==> src/core/ingress_event_pkg.sv <==
// constants, field layouts and carriers for the ingress event selector
// assumes a single 100 MHz core clock shared with the event sources
package ingress_event_pkg;

  // ----------------------------------------------------------------
  // widths
  // ----------------------------------------------------------------
  localparam int CNT_W = 8;
  localparam int INC_W = CNT_W + 3;
  localparam int SEL_W = 16;
  localparam int ADDR_W = 12;
  localparam int NUM_CLS = 7;
  localparam int NUM_BYP = 4;
  localparam int MAX_CTR = 8;

  // ----------------------------------------------------------------
  // select register fields
  // ----------------------------------------------------------------
  localparam int CODE_LSB = 0;
  localparam int UMASK_LSB = 8;
  localparam logic [SEL_W-1:0] SEL_RESET = 16'h0000;

  // ----------------------------------------------------------------
  // register map: one word per counter in each region
  // ----------------------------------------------------------------
  localparam logic [ADDR_W-1:0] SEL_BASE = 12'h000;
  localparam logic [ADDR_W-1:0] INC_BASE = 12'h020;
  localparam int REGION_LSB = 5;
  localparam int IDX_LSB = 2;

  // ----------------------------------------------------------------
  // event codes
  // ----------------------------------------------------------------
  localparam logic [7:0] EVT_BYPASS = 8'h40;
  localparam logic [7:0] EVT_NE_VN0 = 8'h43;
  localparam logic [7:0] EVT_NE_VN1 = 8'h44;
  localparam logic [7:0] EVT_NOCRD_VN1 = 8'h48;
  localparam logic [7:0] EVT_NOREQ_VN0 = 8'h49;
  localparam logic [7:0] EVT_NOREQ_VN1 = 8'h4a;
  localparam logic [7:0] EVT_MISC = 8'h5f;
  localparam logic [7:0] EVT_OCC = 8'h60;

  // ----------------------------------------------------------------
  // unit mask bit positions
  // ----------------------------------------------------------------
  localparam int MISC_ANY_FIFO = 0;
  localparam int MISC_ANY_PATH = 1;
  localparam int MISC_VN0_NOCMP = 2;
  localparam int MISC_VN1_NOCMP = 3;
  localparam int MISC_LT1 = 4;
  localparam int MISC_LT2 = 5;
  localparam int OCC_VNA = 0;
  localparam int OCC_FIFO = 1;
  localparam int OCC_PATH = 2;
  localparam int OCC_TXQ = 3;
  localparam int OCC_CMP = 4;
  localparam int OCC_P1P_TOTAL = 5;
  localparam int OCC_P1P_FIFO = 6;
  localparam int OCC_CONSUMED = 7;
  localparam int BYPASS_LAST_CTR = 2;
  localparam logic [CNT_W-1:0] CMP_LOW1 = 8'h01;
  localparam logic [CNT_W-1:0] CMP_LOW2 = 8'h02;

  // ----------------------------------------------------------------
  // carriers
  // ----------------------------------------------------------------
  typedef struct packed {
    logic [NUM_CLS-1:0] noreq_vn0;
    logic [NUM_CLS-1:0] noreq_vn1;
    logic [NUM_CLS-1:0] nocrd_vn1;
    logic [NUM_CLS-1:0] ne_vn0;
    logic [NUM_CLS-1:0] ne_vn1;
    logic [NUM_BYP-1:0] bypass;
    logic bgf_any_fifo;
    logic bgf_any_path;
    logic vn0_no_cmp_crd;
    logic vn1_no_cmp_crd;
    logic [CNT_W-1:0] cmp_crd_avail;
    logic [CNT_W-1:0] vna_in_use;
    logic [CNT_W-1:0] flits_in_fifo;
    logic [CNT_W-1:0] flits_in_path;
    logic [CNT_W-1:0] txq_in_use;
    logic [CNT_W-1:0] cmp_in_use;
    logic [CNT_W-1:0] p1p_total;
    logic [CNT_W-1:0] p1p_fifo;
    logic [CNT_W-1:0] vna_consumed;
  } ingress_events_t;

  typedef struct packed {
    logic psel;
    logic penable;
    logic pwrite;
    logic [ADDR_W-1:0] paddr;
    logic [31:0] pwdata;
  } apb_req_t;

endpackage

==> src/core/ingress_event_select.sv <==
// per-counter event selection and increment for the ingress path
// assumes event sources and counters share core_clk; apb slave inside
//
// How it works
// - code 0x49 counts net-zero cannot-request-while-other-wins cycles
// - code 0x4a counts the same condition for virtual network one
// - class mask bits 0..6: home, snoop, response, data rsp, wb, ncb, ncs
// - code 0x40 counts bypasses, at most 1 per cycle, counters 0-2 only
// - bypass mask picks slot0 idle, slot0 arb, slot1 merge, slot2 merge
// - code 0x5f mask bits 0,1: flit in crossing fifo, or fifo path
// - misc mask bits 2,3: net zero/one data rsp blocked, no credit
// - misc mask bits 4,5: completion credit count below 1, below 2
// - code 0x60 mask bit 0 adds remote shared credits in use
// - occupancy bits 1,2 add flits in crossing fifo, or fifo plus pipe
// - occupancy bits 3,4 add transmit queue and completion credits used
// - occupancy bits 5,6 add pump-one-pending totals, or fifo only
// - occupancy bit 7 adds shared credits consumed this cycle
// - code 0x43 counts net-zero ingress not-empty cycles per class
// - code 0x44 counts net-one ingress not-empty cycles per class
// - each counter selects independently, so several buffers track
// - code 0x48 counts net-one cycles blocked for lack of credits
`timescale 1ns/1ps

module ingress_event_select
  import ingress_event_pkg::*;
#(
  parameter int NUM_CTR = 4
)
(
  input wire logic core_clk,
  input wire logic srst,
  input wire apb_req_t apb_req,
  output logic [31:0] prdata,
  output logic pready,
  output logic pslverr,
  input wire ingress_events_t events,
  output logic [NUM_CTR-1:0][INC_W-1:0] inc_out
);

  // ----------------------------------------------------------------
  // state
  // ----------------------------------------------------------------
  typedef struct packed {
    logic [NUM_CTR-1:0][SEL_W-1:0] sel;
    logic [NUM_CTR-1:0][INC_W-1:0] inc;
    logic [31:0] prdata;
    logic pready;
    logic pslverr;
  } state_t;

  state_t s_q;
  state_t s_d;

  // ----------------------------------------------------------------
  // increment for one counter
  // ----------------------------------------------------------------
  function automatic logic [INC_W-1:0] event_inc(
    input logic [SEL_W-1:0] sel,
    input ingress_events_t ev,
    input int idx
  );
    logic [7:0] code;
    logic [7:0] um;
    logic [INC_W-1:0] acc;
    logic hit;
    code = sel[CODE_LSB +: 8];
    um = sel[UMASK_LSB +: 8];
    acc = '0;
    hit = 1'b0;
    // condition events: selected sub-conditions ored
    case (code)
      EVT_NOREQ_VN0:
        hit = |(um[NUM_CLS-1:0] & ev.noreq_vn0);
      EVT_NOREQ_VN1:
        hit = |(um[NUM_CLS-1:0] & ev.noreq_vn1);
      EVT_NOCRD_VN1:
        hit = |(um[NUM_CLS-1:0] & ev.nocrd_vn1);
      EVT_NE_VN0:
        hit = |(um[NUM_CLS-1:0] & ev.ne_vn0);
      EVT_NE_VN1:
        hit = |(um[NUM_CLS-1:0] & ev.ne_vn1);
      EVT_BYPASS:
      begin
        // upper counters never see bypasses
        hit = (idx <= BYPASS_LAST_CTR) &&
              (|(um[NUM_BYP-1:0] & ev.bypass));
      end
      EVT_MISC:
      begin
        hit = (um[MISC_ANY_FIFO] & ev.bgf_any_fifo) |
              (um[MISC_ANY_PATH] & ev.bgf_any_path) |
              (um[MISC_VN0_NOCMP] & ev.vn0_no_cmp_crd) |
              (um[MISC_VN1_NOCMP] & ev.vn1_no_cmp_crd) |
              (um[MISC_LT1] & (ev.cmp_crd_avail < CMP_LOW1)) |
              (um[MISC_LT2] & (ev.cmp_crd_avail < CMP_LOW2));
      end
      EVT_OCC:
      begin
        // several occupancy bits add their sums; the adder has 3 guard bits
        if (um[OCC_VNA])
          acc = acc + INC_W'(ev.vna_in_use);
        if (um[OCC_FIFO])
          acc = acc + INC_W'(ev.flits_in_fifo);
        if (um[OCC_PATH])
          acc = acc + INC_W'(ev.flits_in_path);
        if (um[OCC_TXQ])
          acc = acc + INC_W'(ev.txq_in_use);
        if (um[OCC_CMP])
          acc = acc + INC_W'(ev.cmp_in_use);
        if (um[OCC_P1P_TOTAL])
          acc = acc + INC_W'(ev.p1p_total);
        if (um[OCC_P1P_FIFO])
          acc = acc + INC_W'(ev.p1p_fifo);
        if (um[OCC_CONSUMED])
          acc = acc + INC_W'(ev.vna_consumed);
      end
      default:
        acc = '0;
    endcase
    if (hit)
      acc = INC_W'(1);
    return acc;
  endfunction

  // ----------------------------------------------------------------
  // next state: apb slave plus per-counter increments
  // ----------------------------------------------------------------
  logic access;
  logic [2:0] idx;
  logic [ADDR_W-1:0] region;

  assign access = apb_req.psel && apb_req.penable && !s_q.pready;
  assign idx = apb_req.paddr[IDX_LSB +: 3];
  assign region = {apb_req.paddr[ADDR_W-1:REGION_LSB], 5'h00};

  always_comb
  begin
    s_d = s_q;
    s_d.pready = 1'b0;
    s_d.pslverr = 1'b0;
    if (access)
    begin
      // one wait state keeps pready a plain flop
      s_d.pready = 1'b1;
      s_d.prdata = 32'h0000_0000;
      if (int'(idx) >= NUM_CTR || apb_req.paddr[1:0] != 2'b00)
        s_d.pslverr = 1'b1;
      else if (region == SEL_BASE)
      begin
        if (apb_req.pwrite)
          s_d.sel[idx] = apb_req.pwdata[SEL_W-1:0];
        else
          s_d.prdata = {16'h0000, s_q.sel[idx]};
      end
      else if (region == INC_BASE && !apb_req.pwrite)
        s_d.prdata = {{(32-INC_W){1'b0}}, s_q.inc[idx]};
      else
        s_d.pslverr = 1'b1;
    end
    // every counter has its own select
    for (int i = 0; i < NUM_CTR; i++)
      s_d.inc[i] = event_inc(s_q.sel[i], events, i);
  end

  always_ff @(posedge core_clk)
  begin
    if (srst)
    begin
      s_q <= '0;
      for (int i = 0; i < NUM_CTR; i++)
        s_q.sel[i] <= SEL_RESET;
    end
    else
      s_q <= s_d;
  end

  assign prdata = s_q.prdata;
  assign pready = s_q.pready;
  assign pslverr = s_q.pslverr;
  assign inc_out = s_q.inc;

  logic [7:0] code0;
  logic [7:0] um0;
  assign code0 = s_q.sel[0][CODE_LSB +: 8];
  assign um0 = s_q.sel[0][UMASK_LSB +: 8];

  generate
    if (NUM_CTR > BYPASS_LAST_CTR + 1)
    begin : g_byp_chk

    end
  endgenerate
endmodule

==> config.mk <==
export PLATFORM = sky130hd
export DESIGN_NAME = ingress_event_select
export DESIGN_NICKNAME = d
export VERILOG_FILES = /design/src/core/ingress_event_pkg.sv /design/src/core/ingress_event_select.sv
export SDC_FILE = /design/constraint.sdc
export NUM_CORES = 1
export LEC_CHECK = 0
export ABC_CLOCK_PERIOD_IN_PS = 18200
export BUFFER_PORTS_ARGS = -buffer_cell sky130_fd_sc_hd__buf_4
export CAP_MARGIN = 30
export CORE_MARGIN = 1
export CORE_UTILIZATION = 60
export DETAILED_ROUTE_END_ITERATION = 7
export HOLD_SLACK_MARGIN = 0.15
export MAX_ROUTING_LAYER = met4
export PLACE_DENSITY = 0.84
export SYNTH_ARGS = -nofsm -noshare
export SYNTH_HDL_FRONTEND = slang
export SYNTH_SLANG_ARGS = --single-unit
==> constraint.sdc <==
create_clock -name core_clk -period 18.2 [get_ports core_clk]
set_input_delay 0.91 -clock core_clk [delete_from_list [all_inputs] [get_ports core_clk]]
set_output_delay 0.91 -clock core_clk [all_outputs]
set_load 0.01 [all_outputs]
=== Yosys cells after proc, flatten, opt, wreduce, memory -nomap -nowiden ===
Cells that the tools add are included.

* Add/subtract/negate cells: 28
* $lt $le $gt $ge: 5
* Eq/ne operators: 32
* Muxes and demuxes: 87
* Bitwise operators: 73
* Reduce and logical (&&, ||, !) cells: 38

{| class="wikitable"
|+ Operators by type and width
! cell !! number
|-
| 11-bit 2-to-1 mux || 58
|-
| 11-bit by 8-bit adder with 11-bit output || 28
|-
| 8-bit by 7-bit == test with 1-bit output, second input constant || 31
|-
| 7-bit AND || 20
|-
| 7-bit OR reduction || 20
|-
| 64-bit bitwise mux || 1
|-
| 32-bit 2-to-1 mux || 2
|-
| 16-bit 2-to-1 mux || 3
|-
| 16-bit binary-select mux with 2-bit select || 1
|-
| 16-bit demux with 2-bit select || 1
|-
| 8-bit 2-to-1 mux || 4
|-
| 1-bit AND || 24
|-
| 11-bit binary-select mux with 2-bit select || 1
|-
| 1-bit case mux with 7 select lines || 3
|-
| 1-bit bitwise OR || 20
|-
| 4-bit AND || 3
|-
| 12-bit zero test || 1
|-
| 3-bit OR reduction || 4
|-
| 4-bit OR reduction || 3
|-
| 1-bit 2-to-1 mux || 11
|-
| 8-bit by 1-bit < comparator with 1-bit output, second input constant || 1
|-
| 8-bit by 2-bit < comparator with 1-bit output, second input constant || 1
|-
| 7-bit by 1-bit == test with 1-bit output, second input constant || 1
|-
| 1-bit NOT || 6
|-
| other kinds (11) || 15
|}

* Bits in registers: 142
* Bits of input ports: 164
* Output and inout port bits: 78
* Word-level logic and storage cells: 278

=== Logic depth before layout (Yosys ltp) ===
Gate-level depths: netlist (run 1).

* Depth after elaboration: 24
* Depth in mapped cells: 46
* Depth with buffers taken out: 46

=== Least setup slack after synthesis (run 1) ===
Ideal clock, no wire load.

* Path type: in2reg
* Start: input port events[56] (netlist bit)
* End: register s_q, in the netlist inc_out[10]
* Arrival: 8.075 ns
* Required time: 18.071 ns
* Slack: 9.997 ns
* Stages on the path: 39
* Cells stage by stage: and2_1 > ha_1 > inv_1 > fa_1 > xnor2_1 > mux2_2 > ha_1 > xor2_1 > mux2_2 > ha_1 > nor2b_1 > o21a_1 > o21ai_1 > nand2b_1 > a21oi_1 > xnor2_1 > mux2_2 > ha_1 > (+3 left out) > mux2_2 > ha_1 > o21ai_0 > a21oi_1 > nor2_1 > mux2_2 > ha_1 > o21ai_0 > a21oi_1 > nor2_1 > mux2_2 > ha_1 > nor2b_1 > o21a_1 > o21ai_0 > or4b_1 > a21oi_1 > nor3b_2

* Longest elaborated chain between the ends: 22

{| class="wikitable"
|+ RTL lines
! what !! line !! source
|-
| start, declared || ingress_event_select.sv:36 || <nowiki>input wire ingress_events_t events,</nowiki>
|-
| 8-bit 2-to-1 mux (*) || ingress_event_select.sv:100 || <nowiki>if (um[OCC_VNA])</nowiki>
|-
| 11-bit 2-to-1 mux (*) || ingress_event_select.sv:71 || <nowiki>case (code)</nowiki>
|-
| 11-bit by 8-bit adder with 11-bit output || ingress_event_select.sv:103 || <nowiki>acc = acc + INC_W'(ev.flits_in_fifo);</nowiki>
|-
| 11-bit 2-to-1 mux (*) || ingress_event_select.sv:102 || <nowiki>if (um[OCC_FIFO])</nowiki>
|-
| 11-bit 2-to-1 mux (*) || ingress_event_select.sv:71 ||
|-
| 11-bit by 8-bit adder with 11-bit output || ingress_event_select.sv:105 || <nowiki>acc = acc + INC_W'(ev.flits_in_path);</nowiki>
|-
| 11-bit 2-to-1 mux (*) || ingress_event_select.sv:104 || <nowiki>if (um[OCC_PATH])</nowiki>
|-
| 11-bit 2-to-1 mux (*) || ingress_event_select.sv:71 ||
|-
| (+6 left out) || - ||
|-
| 11-bit by 8-bit adder with 11-bit output || ingress_event_select.sv:111 || <nowiki>acc = acc + INC_W'(ev.p1p_total);</nowiki>
|-
| 11-bit 2-to-1 mux (*) || ingress_event_select.sv:110 || <nowiki>if (um[OCC_P1P_TOTAL])</nowiki>
|-
| 11-bit 2-to-1 mux (*) || ingress_event_select.sv:71 ||
|-
| 11-bit by 8-bit adder with 11-bit output || ingress_event_select.sv:113 || <nowiki>acc = acc + INC_W'(ev.p1p_fifo);</nowiki>
|-
| 11-bit 2-to-1 mux (*) || ingress_event_select.sv:112 || <nowiki>if (um[OCC_P1P_FIFO])</nowiki>
|-
| 11-bit 2-to-1 mux (*) || ingress_event_select.sv:71 ||
|-
| 11-bit by 8-bit adder with 11-bit output || ingress_event_select.sv:115 || <nowiki>acc = acc + INC_W'(ev.vna_consumed);</nowiki>
|-
| 11-bit 2-to-1 mux (*) || ingress_event_select.sv:114 || <nowiki>if (um[OCC_CONSUMED])</nowiki>
|-
| end, declared || ingress_event_select.sv:51 || <nowiki>state_t s_q;</nowiki>
|}

Mark *: on every way between the ends. The rest lies on a longest branch, timed or not. The select of a mux whose other input is x is not followed.
A chain may end at the register's enable or synchronous reset.

=== Worst setup path after layout (run 1) ===
* Start: register s_q[102] (netlist bit)
* End: register s_q, in the netlist inc_out[21]

* Longest elaborated chain between the ends: 22

{| class="wikitable"
|+ RTL lines
! what !! line
|-
| 8-bit 2-to-1 mux || ingress_event_select.sv:100
|-
| 11-bit 2-to-1 mux || ingress_event_select.sv:71
|-
| 11-bit by 8-bit adder with 11-bit output || ingress_event_select.sv:103
|-
| 11-bit 2-to-1 mux || ingress_event_select.sv:102
|-
| 11-bit 2-to-1 mux || ingress_event_select.sv:71
|-
| 11-bit by 8-bit adder with 11-bit output || ingress_event_select.sv:105
|-
| 11-bit 2-to-1 mux || ingress_event_select.sv:104
|-
| 11-bit 2-to-1 mux || ingress_event_select.sv:71
|-
| (+6 left out) || -
|-
| 11-bit by 8-bit adder with 11-bit output || ingress_event_select.sv:111
|-
| 11-bit 2-to-1 mux || ingress_event_select.sv:110
|-
| 11-bit 2-to-1 mux || ingress_event_select.sv:71
|-
| 11-bit by 8-bit adder with 11-bit output || ingress_event_select.sv:113
|-
| 11-bit 2-to-1 mux || ingress_event_select.sv:112
|-
| 11-bit 2-to-1 mux || ingress_event_select.sv:71
|-
| 11-bit by 8-bit adder with 11-bit output || ingress_event_select.sv:115
|-
| 11-bit 2-to-1 mux || ingress_event_select.sv:114
|}

Parallel ways exist; a longest one is shown, timed or not. The select of a mux whose other input is x is not followed.

==> results_dict.tcl, run 1 <==
set metrics [dict create \
    status "finished, final reports clean" \
    fin_crit_ns 9.47 \
    dpl_cell_area_um2 20800 \
    cts_tree "yes" \
    reg2reg_from "s_q[102]$_SDFFE_PP0P_" \
    grt_max_degree 92 \
    wl_per_cell_um 21.3 \
    dr_total_vias 20000 \
    start_kind "flip-flop" \
    die_x_um 182 \
    worstSetupPathType "reg -> reg" \
    grt_pass1_vias 19100 \
    syn-cell-area_um2 19500 \
    post_cts_buffers 0 \
    worst_hold_slack_ns 0.459 \
    finalPower_mw 0.737 \
    fin_setup_tns_ns 0 \
    clockRootBuffer "clkbuf_16" \
    clk_latency_ns 0.44 \
    io_pins 242 \
    place_congestion 1.02 \
    synth_edf_count 0 \
    worstRegToRegCells 39 \
    maxCapViolations 0 \
    syn2layout_area_growth_pct 9.74 \
    core_um2 31700 \
    path_depth 39 \
    slew_violations 0 \
    synth_warnings 0 \
    path_buf_inv 2 \
    power_leakage_nw 9.44 \
    cts_resized 0 \
    setup.worst_path.start "s_q[102]$_SDFFE_PP0P_" \
    drt-initial-drc-count 2363 \
    clk_pin_slew_ns 0.07 \
    wirelength_um 64600 \
    ys_ff_latch 126 \
    rsz0062_at_grt "no" \
    place_hpwl_um 51800 \
    fin_crit_sh_pct 52.0 \
    grt_util_all_layers_pct 39.5 \
    synthCells 2543 \
    clock-sinks 126 \
    slew-limit-headroom_pct 31.0 \
    final_nets 3034 \
    required_ns 18.51 \
    p_per_area_nw_per_um2 34.5 \
    post-route-cell-area_um2 21300 \
    cp_max_fo 17 \
    dp.cells 3001 \
    synth_flop_cell "dfxtp_1" \
    grt_first_pass_wirelength_um 100000 \
    first_pass_iters 8 \
    critPathSlowestCell "dfxtp_1" \
    stdcell_count 3033 \
    hold_path_class "reg -> reg" \
    most-common-layout-cells "294 x nand2_1, 225 x buf_4, 224 x ha_1, 219 x a21oi_1, 191 x nor2_1" \
    async_flop_share_pct 0 \
    die_area_um2 33100 \
    hold_viol 0 \
    io_buffers 209 \
    synth.distinct_cells 90 \
    drc 0 \
    drive_gt1_share_pct 15.4 \
    grt_antenna_before_repair 2 \
    cts_max_level 4 \
    ir_worst_vdd_mv 0.0600 \
    antennaDiodeCount 0 \
    overflow 0 \
    final_common_cell "nand2_1" \
    antenna_left 0 \
    critPathTopFamily "adder cells" \
    clock.fmax_ghz 0.106 \
    worst_ep_arrival_time_ns 9.79 \
    cts_buffer_depth 2 \
    fill_cells 2655 \
    cp-endpoint "inc_out[21]$_SDFF_PP0_" \
    tightest_slew_ns 1.04 \
    cts-buffers-inserted 17 \
    worst_clock_skew_ns 0.0180 \
    rrSetupSlack_ns 8.73 \
    postSynthAreaPerCell_um2 7.65 \
    fp.dieH_um 182 \
    hold_buffers 0 \
    placementRows 65 \
    drt-vias-per-instance 6.58 \
    max_stage_delay_ns 0.78 \
    final-setup-viol-count 0 \
    ys_seq_area_share_pct 13.0 \
    start_util_pct 61.3 \
    end_kind "flip-flop" \
    r2r_end "inc_out[21]$_SDFF_PP0_" \
]
-- registers in the layout (all words and copies together) (netlist names) --
register,flops
code0,8
pslverr,1
prdata,16
inc_out,44
pready,1
s_q,56
-- worst min path at each step --
stage	start	to	slack [ns]	depth (start not counted)
after floorplan	s_q[117]$_SDFFE_PP0P_	s_q[117]$_SDFFE_PP0P_	0.44	2
after global placement	s_q[117]$_SDFFE_PP0P_	s_q[117]$_SDFFE_PP0P_	0.45	2
after detailed placement	prdata[13]$_SDFFE_PP0P_	prdata[13]$_SDFFE_PP0P_	0.45	2
after CTS	prdata[13]$_SDFFE_PP0P_	prdata[13]$_SDFFE_PP0P_	0.46	2
after global routing	prdata[14]$_SDFFE_PP0P_	prdata[14]$_SDFFE_PP0P_	0.49	2
final	prdata[13]$_SDFFE_PP0P_	prdata[13]$_SDFFE_PP0P_	0.46	2
-- final cells by class --
type / count / area, um^2 / share of cell area, %
clock buffers: 17 / 425 / 1.99
clock inverters: 15 / 169 / 0.791
inverters: 140 / 526 / 2.46
multi-input cells: 2107 / 15500 / 72.5
flip-flops and latches: 126 / 2520 / 11.8
well taps: 402 / 503 / 2.36
repair buffers: 226 / 1720 / 8.04
-- layer usage --
| metal | part of all wire [%] | global-route usage, % | vias to the layer above |
|---|---|---|---|
| met5 | 0 | - | - |
| met4 | 4.1 | 16.8 | 0 |
| met3 | 9.5 | 5.23 | 201 |
| met2 | 46 | 63.3 | 1104 |
| met1 | 41 | 49.9 | 9374 |
| li1 | - | - | 9273 |
-- synthesized netlist by cell type, drive strengths merged (12+ instances only) --
library cell  instances  area, um^2
inv                 137         514
nor2                191         717
nand3                34         170
o21a                 62         465
mux2i                47         470
a222oi               20         200
a21o                 63         473
nor2b                40         250
nor3                 43         226
clkbuf               97         364
or3                  13        81.3
o21bai               27         203
nand2               294        1100
buf                  88         616
a31oi                22         138
xor2                 46         410
dfxtp               126        2520
or2                  12        75.1
ha                  224        2800
o211ai               18         135
a211oi               29         218
nand2b               27         169
mux4                 27         608
a22oi                56         420
and2                 18         113
o21ai               155         780
mux2                 83         935
fa                   28         561
xnor2               119        1050
a21oi               222        1120
o31a                 22         193
-- cells by family (layout without fill, tap and decap cells) --
| kind of cell | after synthesis | after routing | share of synthesized area, % |
|---|---|---|---|
| AO/OA/AOI/OAI | 785 | 785 | 26.6 |
| XOR/XNOR | 167 | 167 | 7.74 |
| adder cells (fa/ha/maj) | 252 | 252 | 17.3 |
| buffers and inverters | 325 | 398 | 7.74 |
| flip-flops | 126 | 126 | 13.0 |
| multiplexers | 157 | 157 | 10.3 |
| other | 1 | 16 | 0.0193 |
| AND/OR/NAND/NOR | 730 | 730 | 17.3 |
-- worst min-delay path: cells and delay by family (launching register included) --
kind	cells	cell delay, ns
compound gates	1	0.05
flops	1	0.31
simple gates	1	0.05
-- metrics by stage --
step	util [%]	worst slack [ns]
after floorplan	-	10.0
after global placement	65.3	8.93
after detailed placement	65.4	8.74
after CTS	67.3	8.90
after global routing	67.3	8.11
final	67.3	8.73
-- report_power, final --
part           total (mW)  leakage [nW]  switching, mW  internal (mW)
sequential          0.276          1.01      0.0000815          0.276
combinational       0.121          8.14         0.0693         0.0520
clock               0.340         0.283          0.156          0.184
Note: power is estimated with default switching activity, not from simulation.
==> inputs of run 2 (changes only) <==
--- a/config.mk
+++ b/config.mk
@@ -5,15 +5,15 @@
 export SDC_FILE = /design/constraint.sdc
 export NUM_CORES = 1
 export LEC_CHECK = 0
-export ABC_CLOCK_PERIOD_IN_PS = 18200
+export ABC_CLOCK_PERIOD_IN_PS = 8210
 export BUFFER_PORTS_ARGS = -buffer_cell sky130_fd_sc_hd__buf_4
 export CAP_MARGIN = 30
 export CORE_MARGIN = 1
-export CORE_UTILIZATION = 60
+export CORE_UTILIZATION = 55
 export DETAILED_ROUTE_END_ITERATION = 7
 export HOLD_SLACK_MARGIN = 0.15
 export MAX_ROUTING_LAYER = met4
-export PLACE_DENSITY = 0.84
+export PLACE_DENSITY = 0.81
 export SYNTH_ARGS = -nofsm -noshare
 export SYNTH_HDL_FRONTEND = slang
 export SYNTH_SLANG_ARGS = --single-unit
==> constraint.sdc (replaced) <==
create_clock -name core_clk -period 8.21 [get_ports core_clk]
set_input_delay 0.4105 -clock core_clk [delete_from_list [all_inputs] [get_ports core_clk]]
set_output_delay 0.4105 -clock core_clk [all_outputs]
set_load 0.01 [all_outputs]
==> results_dict.tcl, run 2 (synthesized netlist as in run 1, its figures left out) <==
set metrics [dict create \
    status "finished with violations" \
    violations "DRC" \
    p_seq_share_pct 36.1 \
    clk_pin_slew_ns 0.07 \
    grt_max_degree 92 \
    final-setup-viol-count 0 \
    clock-sinks 126 \
    dr_wl_met3_um 7270 \
    cts-buffers-inserted 17 \
    top_layer_used "met4" \
    reg2reg_from "s_q[86]$_SDFFE_PP0P_" \
    switching_power_mw 0.528 \
    r2r_end "inc_out[10]$_SDFF_PP0_" \
    placementRows 68 \
    grt_util_all_layers_pct 38.6 \
    place_congestion 1.03 \
    overflow 0 \
    slew_violations 0 \
    post-route-cell-area_um2 24500 \
    clockPowerShare_pct 44.8 \
    finalPower_mw 1.69 \
    cts_buffer_depth 2 \
    start_kind "flip-flop" \
    required_ns 8.56 \
    tightest_slew_ns 1.14 \
    core_um2 34700 \
    worst_ep_arrival_time_ns 8.43 \
    ir_worst_vdd_mv 0.122 \
    final_nets 3308 \
    io_buffers 209 \
    drive_gt1_share_pct 29.2 \
    antenna_left 0 \
    slew-limit-headroom_pct 23.7 \
    fin_crit_sh_pct 98.4 \
    worstRegToRegCells 40 \
    power_leakage_nw 10.9 \
    io_pins 242 \
    maxCapViolations 0 \
    clock.fmax_ghz 0.124 \
    dr_wl_met2_um 33400 \
    met1_length_um 28500 \
    final_util_pct 70.5 \
    cp_max_fo 4 \
    cts_max_level 4 \
    end_kind "flip-flop" \
    wl_per_cell_um 21.6 \
    largest_reg_flops 56 \
    switching_share_pct 31.1 \
    worstHoldPathCells 3 \
    hold_buffers 0 \
    regMostFlops "s_q" \
    crit_top_cell "ha_1" \
    pwr-share-comb_pct 19.1 \
    drt-initial-drc-count 2497 \
    hold_viol 0 \
    syn2layout_area_growth_pct 25.8 \
    grt_first_pass_wirelength_um 106000 \
    first_pass_iters 8 \
    rsz0062_at_grt "yes" \
    dpl_cell_area_um2 22600 \
    p_per_area_nw_per_um2 69.2 \
    cts_tree "yes" \
    place_hpwl_um 55700 \
    die_x_um 190 \
    dp.cells 3300 \
    die_area_um2 36100 \
    grt_antenna_before_repair 1 \
    p_int_mw 1.17 \
    max_stage_delay_ns 0.58 \
    final_common_cell "buf_4" \
    clk_latency_ns 0.44 \
    clockRootBuffer "clkbuf_16" \
    worst_clock_skew_ns 0.0230 \
    worstSetupPathType "reg -> reg" \
    start_util_pct 56.0 \
    most-common-layout-cells "500 x buf_4, 294 x nand2_1, 189 x nor2_1, 185 x ha_1, 165 x a21oi_1" \
    stdcell_count 3361 \
    dr_total_vias 21500 \
    rrSetupSlack_ns 0.13 \
    hold_path_class "in -> reg" \
    hold_start "apb_req[8]" \
    wirelength_um 72400 \
    whs_endpoint "s_q[118]$_SDFFE_PP0P_" \
    fin_crit_ns 8.08 \
    drt-vias-per-instance 6.40 \
    fp.dieH_um 190 \
    drc 12 \
    critPathSlowestCell "or4b_4" \
    grt_pass1_vias 20300 \
]
run 2: cell types whose count changed in the layout (fill, tap and decap cells not counted), moves of 20 or more:
cell,before,now
ha_4,0,34
o21ai_0,149,101
buf_4,225,500
o21ai_2,1,21
o21ai_1,5,33
a21oi_1,219,165
a21oi_2,3,55
ha_1,224,185
run 2: critical path: cells and delay by family, from the launching register on:
kind / cells / cell delay [ns]
XOR/XNOR: 4 / 0.56
flip-flops: 1 / 0.37
adder cells (fa/ha/maj): 8 / 2.44
AO/OA/AOI/OAI: 10 / 1.35
buffers and inverters: 5 / 0.49
AND/OR/NAND/NOR: 10 / 2.07
multiplexers: 3 / 0.70
run 2: how the worst max path moves through the flow:
stage / startpoint / to / slack (ns) / depth (start not counted)
2_1_floorplan: s_q[86]$_SDFFE_PP0P_ / inc_out[10]$_SDFF_PP0_ / 0.39 / 40
3_3_place_gp: events[56] / inc_out[43]$_SDFF_PP0_ / -0.07 / 40
3_5_place_dp: events[56] / inc_out[31]$_SDFF_PP0_ / -0.27 / 43
4_1_cts: s_q[102]$_SDFFE_PP0P_ / inc_out[20]$_SDFF_PP0_ / 0.001 / 42
5_1_grt: s_q[118]$_SDFFE_PP0P_ / inc_out[31]$_SDFF_PP0_ / -0.20 / 44
6_report: s_q[86]$_SDFFE_PP0P_ / inc_out[10]$_SDFF_PP0_ / 0.13 / 40
run 2: through the flow:
step,worst slack [ns],hold slack [ns],setup TNS (ns)
floorplan,0.392,0.437,0
global placement,-0.0673,0.449,-0.107
detailed placement,-0.270,0.447,-1.38
CTS,0.00135,0.256,0
global route,-0.201,0.257,-0.866
finish,0.133,0.254,0
run 2: final cells by class:
type / count / area, um^2
clock buffers: 17 / 425
inverters: 140 / 526
multi-input cells: 2107 / 16500
repair buffers: 500 / 3750
well taps: 455 / 569
fillers: 2721 / 10200
flip-flops and latches: 126 / 2530
clock inverters: 15 / 165
diodes: 1 / 2.50
run 2: power by group through the flow:
stage                     Sequential [mW]  Clock (mW)  Combinational (mW)
after global placement              0.625           0               0.279
after CTS                           0.611       0.755               0.293
final                               0.611       0.760               0.324
after floorplan                     0.626           0               0.140
after global routing                0.611       0.784               0.346
after detailed placement            0.625           0               0.291
run 2: metal layers:
layer	GRT usage (%)	vias up
li1	-	9808
met1	48.6	10200
met2	61.3	1224
met3	5.39	274
met4	17.2	0
met5	-	-
run 2: timing repair:
| action | CTS | global route |
|---|---|---|
| gates resized for setup | 28 | 205 |
| setup endpoints to repair | 6 | 18 |
| buffers inserted | 1 | 27 |
| endpoints found under the hold margin | 0 | 0 |
| cloned | 0 | 0 |
| pin swaps | 3 | 48 |
